==> config.mk <==
export PLATFORM = sky130hd
export DESIGN_NAME = btob_core
export DESIGN_NICKNAME = d
export VERILOG_FILES = /design/src/rtl/btob_pkg.sv /design/src/rtl/btob_if.sv /design/src/rtl/btob_core.sv /design/src/rtl/btob_decode.sv
export SDC_FILE = /design/constraint.sdc
export NUM_CORES = 1
export LEC_CHECK = 0
export BUFFER_PORTS_ARGS = -buffer_cell sky130_fd_sc_hd__buf_2
export CAP_MARGIN = 20
export CORE_UTILIZATION = 55
export CTS_CLUSTER_DIAMETER = 40
export DETAILED_ROUTE_END_ITERATION = 8
export GPL_TIMING_DRIVEN = 0
export PLACE_DENSITY_LB_ADDON = 0.08
export SLEW_MARGIN = 0
export SYNTH_ARGS = -nofsm -noshare
export SYNTH_HDL_FRONTEND = slang
export SYNTH_SLANG_ARGS = --single-unit
==> constraint.sdc <==
create_clock -name ref_clk -period 5 [get_ports ref_clk]
set_input_delay 1 -clock ref_clk [delete_from_list [all_inputs] [get_ports ref_clk]]
set_output_delay 1 -clock ref_clk [all_outputs]
set_load 0.05 [all_outputs]
==> src/rtl/btob_pkg.sv <==
// Package with encodings, phase states and widths for the toggle/branch executor
package btob_pkg;
   localparam int          DATA_W        = 8;
   localparam int          ADDR_W        = 12;
   localparam int          PC_W          = 21;
   localparam int          INSTR_W       = 16;
   localparam int          OPC_MSB       = 15;
   localparam int          TOG_OPC_LSB   = 12;
   localparam int          BR_OPC_LSB    = 8;
   localparam int          BIT_POS_MSB   = 11;
   localparam int          BIT_POS_LSB   = 9;
   localparam int          BANK_BIT      = 8;
   localparam int          FIELD_MSB     = 7;
   localparam logic [3:0]  TOGGLE_PREFIX = 4'h7;
   localparam logic [7:0]  OVF_BR_PREFIX = 8'hE4;
   localparam logic [3:0]  ACCESS_BANK   = 4'h0;
   localparam logic [7:0]  ACCESS_SPLIT  = 8'h60;
   localparam logic [3:0]  SFR_BANK      = 4'hF;
   localparam logic [PC_W-1:0] PC_STEP   = 21'h000002;
   localparam logic [PC_W-1:0] PC_RESET  = 21'h000000;
   localparam logic [DATA_W-1:0] DATA_RESET = 8'h00;
   typedef enum logic [1:0] {
      PH_Q1,
      PH_Q2,
      PH_Q3,
      PH_Q4
   } btob_phase_t;
endpackage : btob_pkg

==> src/rtl/btob_if.sv <==
// Interface carrying decoded instruction fields between decoder and executor
`timescale 1ns/100ps
`default_nettype none
interface btob_if;
   logic       is_toggle;
   logic       is_ovf_br;
   logic [2:0] bit_pos;
   logic       bank_sel;
   logic [7:0] file_addr;
   logic [7:0] offset;
   modport dec (output is_toggle, is_ovf_br, bit_pos, bank_sel, file_addr, offset);
   modport exe (input is_toggle, is_ovf_br, bit_pos, bank_sel, file_addr, offset);
endinterface : btob_if
`default_nettype wire

==> src/rtl/btob_core.sv <==
// Executor for bit-toggle and branch-on-overflow, sequenced over four phases
// Summary of operation
// [RQ1] Toggle reads the addressed register, flips one bit, writes it back.
// [RQ2] Bank bit zero uses the access bank; one uses the bank select value.
// [RQ3] Three-bit position picks one of bits 0 through 7.
// [RQ4] Branch changes PC only when overflow is one: PC plus two plus 2n.
// [RQ5] Offset is signed eight-bit, doubled, added to incremented PC.
// [RQ6] Toggle prefix is four bits; overflow branch prefix is eight bits.
`timescale 1ns/100ps
`default_nettype none
module btob_core
   import btob_pkg::*;
(
   input  wire logic                  ref_clk,
   input  wire logic                  rst,
   input  wire logic [INSTR_W-1:0]    instr,
   input  wire logic                  instr_valid,
   input  wire logic [3:0]            bank_select_value,
   input  wire logic                  ovf_flag,
   input  wire logic [DATA_W-1:0]     rf_rdata,
   output logic      [ADDR_W-1:0]     rf_addr,
   output logic                       rf_rd,
   output logic                       rf_wr,
   output logic      [DATA_W-1:0]     rf_wdata,
   output logic      [PC_W-1:0]       pc,
   output logic                       flush,
   output logic                       busy
);
   // Decoded fields shared by decoder and executor
   btob_if fld ();

   // Sequencer and captured instruction state
   btob_phase_t        phase_reg;
   btob_phase_t        phase_next;
   logic [INSTR_W-1:0] ir_reg;
   logic               is_tog_reg;
   logic               is_ovf_br_reg;

   // Register file side state
   logic [ADDR_W-1:0]  addr_reg;
   logic               rd_reg;
   logic               wr_reg;
   logic [DATA_W-1:0]  data_reg;

   // Program flow state
   logic [PC_W-1:0]    pc_reg;
   logic               flush_reg;
   logic               busy_reg;

   // Phase decode and datapath nets
   wire logic              in_q1;
   wire logic              in_q2;
   wire logic              in_q3;
   wire logic              in_q4;
   wire logic              take_instr;
   wire logic              busy_next;
   wire logic [3:0]        acc_bank;
   wire logic [3:0]        bank;
   wire logic [ADDR_W-1:0] full_addr;
   wire logic [DATA_W-1:0] bit_mask;
   wire logic [DATA_W-1:0] toggled;
   wire logic [PC_W-1:0]   off2;
   wire logic [PC_W-1:0]   pc_incr;
   wire logic [PC_W-1:0]   target;
   wire logic [PC_W-1:0]   pc_next;
   wire logic              take;

   // True when a three-bit position names bit lane idx
   function automatic logic bit_hit(input logic [2:0] pos, input int idx);
      return (int'(pos) == idx);
   endfunction : bit_hit

   // Field decoder on the captured word
   btob_decode u_dec (
      .instr (ir_reg),
      .fld   (fld)
   );

   // Phase decode; a word is taken only in Q1
   assign in_q1      = (phase_reg == PH_Q1);
   assign in_q2      = (phase_reg == PH_Q2);
   assign in_q3      = (phase_reg == PH_Q3);
   assign in_q4      = (phase_reg == PH_Q4);
   assign take_instr = in_q1 & instr_valid;
   assign busy_next  = (phase_next != PH_Q1);

   // Bank resolution: access bank splits between low RAM and special registers
   assign acc_bank  = (fld.file_addr < ACCESS_SPLIT) ? ACCESS_BANK : SFR_BANK;
   assign bank      = fld.bank_sel ? bank_select_value : acc_bank; // [RQ2]
   assign full_addr = {bank, fld.file_addr};

   // Single-bit mask, one select per bit lane
   for (genvar i = 0; i < DATA_W; i++) begin : g_mask
      assign bit_mask[i] = bit_hit(fld.bit_pos, i); // [RQ3]
   end

   // Only the selected bit is inverted, the rest pass through
   assign toggled = rf_rdata ^ bit_mask; // [RQ1]

   // Signed offset doubled and sign-extended; target from the incremented PC
   assign off2    = {{(PC_W-9){fld.offset[7]}}, fld.offset, 1'b0}; // [RQ5]
   assign pc_incr = pc_reg + PC_STEP;
   assign target  = pc_incr + off2;                                 // [RQ5]
   assign take    = is_ovf_br_reg & ovf_flag;                       // [RQ4]
   assign pc_next = take ? target : pc_incr;                        // [RQ4]

   // Phase sequencer: Q1 take, Q2 decode, Q3 read and process, Q4 write
   always_comb begin
      unique case (phase_reg)
         PH_Q1: phase_next = instr_valid ? PH_Q2 : PH_Q1;
         PH_Q2: phase_next = PH_Q3;
         PH_Q3: phase_next = PH_Q4;
         PH_Q4: phase_next = PH_Q1;
      endcase
   end

   // Phase register
   always_ff @(posedge ref_clk) begin
      if (rst) begin
         phase_reg <= PH_Q1;
      end else begin
         phase_reg <= phase_next;
      end
   end

   // Instruction word held for the whole instruction
   always_ff @(posedge ref_clk) begin
      if (rst) begin
         ir_reg <= '0;
      end else if (take_instr) begin
         ir_reg <= instr;
      end
   end

   // Toggle flag: cleared on take, loaded from decode in Q2
   always_ff @(posedge ref_clk) begin
      if (rst) begin
         is_tog_reg <= 1'b0;
      end else if (take_instr) begin
         is_tog_reg <= 1'b0;
      end else if (in_q2) begin
         is_tog_reg <= fld.is_toggle; // [RQ6]
      end
   end

   // Overflow branch flag: cleared on take, loaded from decode in Q2
   always_ff @(posedge ref_clk) begin
      if (rst) begin
         is_ovf_br_reg <= 1'b0;
      end else if (take_instr) begin
         is_ovf_br_reg <= 1'b0;
      end else if (in_q2) begin
         is_ovf_br_reg <= fld.is_ovf_br; // [RQ6]
      end
   end

   // Read strobe, one cycle in Q3 of a toggle
   always_ff @(posedge ref_clk) begin
      if (rst) begin
         rd_reg <= 1'b0;
      end else begin
         rd_reg <= in_q2 & fld.is_toggle; // [RQ1]
      end
   end

   // Write strobe, one cycle in Q4 of a toggle
   always_ff @(posedge ref_clk) begin
      if (rst) begin
         wr_reg <= 1'b0;
      end else begin
         wr_reg <= in_q3 & is_tog_reg; // [RQ1]
      end
   end

   // Register address, fixed in Q2 so read and write share it
   always_ff @(posedge ref_clk) begin
      if (rst) begin
         addr_reg <= '0;
      end else if (in_q2) begin
         addr_reg <= full_addr; // [RQ2]
      end
   end

   // Write data: read value with the one bit flipped
   always_ff @(posedge ref_clk) begin
      if (rst) begin
         data_reg <= DATA_RESET;
      end else if (in_q3 && is_tog_reg) begin
         data_reg <= toggled; // [RQ1]
      end
   end

   // Program counter: advance by one word, or branch when overflow set
   always_ff @(posedge ref_clk) begin
      if (rst) begin
         pc_reg <= PC_RESET;
      end else if (in_q4) begin
         pc_reg <= pc_next; // [RQ4]
      end
   end

   // Flush pulse for the cycle after a taken branch
   always_ff @(posedge ref_clk) begin
      if (rst) begin
         flush_reg <= 1'b0;
      end else begin
         flush_reg <= in_q4 & take; // [RQ4]
      end
   end

   // Busy flag while an instruction occupies the phases
   always_ff @(posedge ref_clk) begin
      if (rst) begin
         busy_reg <= 1'b0;
      end else begin
         busy_reg <= busy_next;
      end
   end

   // Outputs driven straight from their registers

   assign rf_addr  = addr_reg;
   assign rf_rd    = rd_reg;
   assign rf_wr    = wr_reg;
   assign rf_wdata = data_reg;
   assign pc       = pc_reg;
   assign flush    = flush_reg;
   assign busy     = busy_reg;
endmodule : btob_core
`default_nettype wire

==> src/rtl/btob_decode.sv <==
// Instruction word decoder for the bit toggle and overflow branch
`timescale 1ns/100ps
`default_nettype none
module btob_decode
   import btob_pkg::*;
(
   input  wire logic [INSTR_W-1:0] instr,
   btob_if.dec                     fld
);
   // Field extraction from the fetched word
   assign fld.is_toggle = (instr[OPC_MSB:TOG_OPC_LSB] == TOGGLE_PREFIX); // [RQ6]
   assign fld.is_ovf_br = (instr[OPC_MSB:BR_OPC_LSB] == OVF_BR_PREFIX);  // [RQ6]
   assign fld.bit_pos   = instr[BIT_POS_MSB:BIT_POS_LSB];                // [RQ3]
   assign fld.bank_sel  = instr[BANK_BIT];                               // [RQ2]
   assign fld.file_addr = instr[FIELD_MSB:0];
   assign fld.offset    = instr[FIELD_MSB:0];                            // [RQ5]
endmodule : btob_decode
`default_nettype wire

---- Word-level counts from Yosys, hierarchy flattened ----
Cells that the tools add are included.
word-level totals
  flip-flop bits (word level) ............. 65
  input bits .............................. 32
  output and inout port bits .............. 45
cells by class
  bitwise operators ....................... 6
  reduce and logical (&&, ||, !) cells .... 5
  $add $sub $neg .......................... 2
  equality and inequality tests ........... 12
  $lt $le $gt $ge ......................... 1
  multiplexer cells ....................... 5
operators with widths
  cell                   number
  $add 21x2->21 const B  1
  $add 21x21->21         1
  $mux 21                1
  $eq 3x3->1 const B     4
  $eq 8x8->1 const B     1
  $lt 8x7->1 const B     1
  $mux 4                 2
  $pmux 2 s4             1
  $xor 8x8->8            1
  $eq 3x2->1 const B     2
  $and 1x1->1            5
  $eq 2x2->1 const B     2
  $eq 4x3->1 const B     1
  $eq 3x1->1 const B     1
  $logic_not 3->1        1
  $eq 2x1->1 const B     1
  $logic_not 2->1        1
  $reduce_bool 2->1      1
  $reduce_or 2->1        1
  $logic_and 1x1->1      1
  $mux 1                 1

---- Longest topological paths before layout ----
  word-level depth ........................ 3
  depth in mapped cells ................... 14
  mapped depth without buffers ............ 13

---- Modules after synthesis ----
A second synthesis with hierarchy kept.
unflattened totals
  cell total of the unflattened synthesis .. 520
  area total of the unflattened synthesis .. 4181.5 µm²
modules (own cells, without submodules)
  module       instances  area each (µm²)  sequential area each (µm²)  cells an instance
  btob_core    1          3998.8           1281.2                      496
  btob_decode  1          182.7            0.0                         24

---- Worst setup path after synthesis ----
OpenSTA, ideal clock, no wires.
  path type ............................... flip-flop to flip-flop
  start point ............................. register pc_reg[1] (netlist: pc[1])
  end point ............................... register pc_reg[20] (netlist: pc[20])
  path slack .............................. 1631 ps
  stages on the path, launching flop included .. 14
  buffers on the path ..................... 1
  setup time .............................. 137 ps
  arrival ................................. 3232 ps
  period minus slack after synthesis ...... 3369 ps
  cells stage by stage .................... dfxtp_1 ha_1 nand3_4 nor4_4 and3_4 xor2_1 ha_1 clkbuf_1 nand2_1 o21ai_0 nand2b_1 o21ai_0 a21oi_1 o221ai_1
on the way
  longest elaborated chain between the ends .. 3
RTL lines
  what                    RTL line          text
  from (decl)             btob_core.sv:46   logic [PC_W-1:0] pc_reg;
  from (signal assigned)  btob_core.sv:198  pc_reg <= pc_next;
  $add 21x2->21 *         btob_core.sv:102  assign pc_incr = pc_reg + PC_STEP;
  $add 21x21->21          btob_core.sv:103  assign target = pc_incr + off2;
  $mux 21 *               btob_core.sv:105  assign pc_next = take ? target : pc_incr;
Every way passes the cells marked *; elsewhere a longest branch is shown, timed or not.
A chain may end at the register's enable or synchronous reset.

---- Worst setup path after layout ----
Same ends and word-level chain as after synthesis.

==> out/qor.yml <==
timing.setup.tns_ps: 0
grt_max_degree: 21
clock_sinks: 64
num_rows: 31
dpl.cell_count: 702
cts_setup_buffers: 0
nNetsFinal: 676
drcViolationCount: 0
die_y_um: 88.8
clk_pin_slew_worst_paths_ps: 80
synth_nets: 591
wirelength_um: 11000
root_buffer: "clkbuf_8"
routed-via-count: 4134
rsz0062_at_grt: "false"
critPathKind: "flip-flop to flip-flop"
numCtsBuffers: 9
slew_headroom_pct: 39.1
drtAntennaViolNets: 0
avgSynthCellArea_um2: 7.82
p_leak_nw: 2.07
worstSetupEndpointType: "flip-flop"
grt_overflow: 0
synth-seq-cells: 64
largest_reg_flops: 20
gp_congestion: 0.871
max-vdd-ir-drop_uv: 168
clock_latency_ps: 350
total_power_mw: 1.29
critPathMaxFanout: 8
power_density_nw_per_um2: 264
final-hold-violation-count: 0
syn_area_um2: 4140
syn_inst: 529
grt_pass1_vias: 3723
final_cells: 718
nFillCells: 645
timing.final.crit_period_ps: 3560
port_buffers: 74
ys_seq_area_share_pct: 31.0
cts_max_level: 3
start_util_pct: 57.1
finalClockSkew_ps: 12.0
n_antenna_cell: 0
grt_pass1_wl_um: 17600
min_path_type: "flip-flop to flip-flop"
cts_hold_buf: 0
drt_pass1_iterations: 5
cp_data_arrival_time_ps: 3760
multi_input_area_um2: 2690
ios: 77
utilization_pct: 67.1
wl_per_cell_um: 15.3
tritoncts: "built"
dp_hpwl_um: 8050
status: "complete, no violations"
via_per_inst: 5.76
antenna_found_initial: 0
synth-async-reset-ratio_pct: 0
syn_to_final_growth_pct: 17.5
regArea_um2: 1280
synth_edf_count: 0
fin_crit_sh_pct: 71.1
final-max-slew-violation-count: 0
die_area_um2: 7880
synth.distinct_cells: 65
fp.coreArea_um2: 7250
yosysWarnings: 0
critPathLaunchType: "flip-flop"
worstMarginPinSlew_ps: 913
track_usage_pct: 29.3
synth_ff_type: "dfxtp_1"
critPathRequiredTime_ps: 5200
maxCapViolCount: 0
cts_buffer_depth: 2
drtIter0Drc: 251
report.final.setup_viol: 0
fmax_mhz: 281
die_w_um: 88.8
cts-resized-gates: 0
final_layout_size_suffix_gt1_share_pct: 17.3
## cells by family after synthesis
family | after synthesis | synth area share (%)
AO/OA/AOI/OAI | 138 | 20.6
XOR/XNOR | 38 | 8.22
adder cells (fa/ha/maj) | 30 | 9.25
buffers and inverters | 42 | 3.96
flip-flops | 64 | 31.0
multiplexers | 12 | 2.90
other | 1 | 0.0906
AND/OR/NAND/NOR | 204 | 24.0
## through the flow
step | instance area, um2 | setup slack [ps] | hold WS, ps
detailed placement | 4630 | 1510 | 458
CTS | 4860 | 1500 | 469
floorplan | 4140 | 1630 | 436
finish | 4860 | 1440 | 467
global placement | 4630 | 1550 | 446
global route | 4860 | 1160 | 498
## per-layer routing
layer,global-route usage [%],share of wire (%)
met5,0,0
met4,10.9,2.4
met3,5.78,6.9
met2,48.7,46
met1,37.6,44
## cell usage after synthesis, drive strengths merged, types with 6 or more instances
master	count	area share (%)
xnor2	24	5.3
nor3	11	1.3
clkbuf	23	2.1
a211oi	15	2.7
nand3	13	2.2
nor2	56	5.1
a21oi	55	6.8
and3	6	1.0
nor2b	7	1.1
inv	10	0.91
mux2i	12	2.9
nand2	76	6.9
nand4	7	1.2
xor2	14	3.0
dfxtp	64	31
and2	7	1.1
buf	9	0.97
o21ai	28	3.4
ha	29	8.8
## final cells by class
type	count	area share, %
plain buffers	32	2.60
clock buffers	10	2.83
clock inverters	6	1.90
inverters	10	0.772
multi-input cells	423	55.4
flip-flops and latches	64	26.3
well taps	99	2.55
repair buffers	74	7.62
## power by group
group / internal (mW) / switching, mW / leakage, nW
logic: 0.0742 / 0.140 / 1.44
clock network: 0.296 / 0.222 / 0.109
registers: 0.531 / 0.0223 / 0.520
## path summary, 6_finish.rpt
check | end | slack [ps] | startpoint | cells past startpoint
setup / recovery | pc[20] | 1440 | pc[1] | 13
hold / removal | ir_reg[14] | 470 | ir_reg[14] | 2
setup reg to reg | pc[20] | 1440 | pc[1] | 13
hold reg to reg | ir_reg[14] | 470 | ir_reg[14] | 2
## layout by cell type, fill, tap and decap left out, types with 3 or more instances in the layout
cell and count:
nor3b_1 4, and2_1 6, buf_1 6, clkbuf_8 10
nand3_1 9, a31oi_1 3, a21o_1 4, o21ai_0 23
a21oi_1 53, nor2b_1 7, xor2_1 14, nor3_1 11
inv_1 10, ha_1 29, nand2_1 76, o22ai_1 4
buf_2 76, mux2i_1 12, a211oi_1 15, a311oi_1 4
o211ai_1 3, and3_1 5, xnor2_1 23, nand4_1 6
clkbuf_1 23, nand3_2 3, nor2_1 56, a22oi_1 3
o21ai_1 5, dfxtp_1 64, a221oi_1 3
## critical path: stages (launching register included)
cell      delay, ps
dfxtp_1         450
ha_1            330
nand3_4         160
nor4_4          510
and3_4          290
xor2_1           90
ha_1            280
clkbuf_1        280
nand2_1         120
o21ai_0         300
nand2b_1        170
o21ai_0          80
a21oi_1         200
o221ai_1        150
Power figures use the tool's default switching activity.
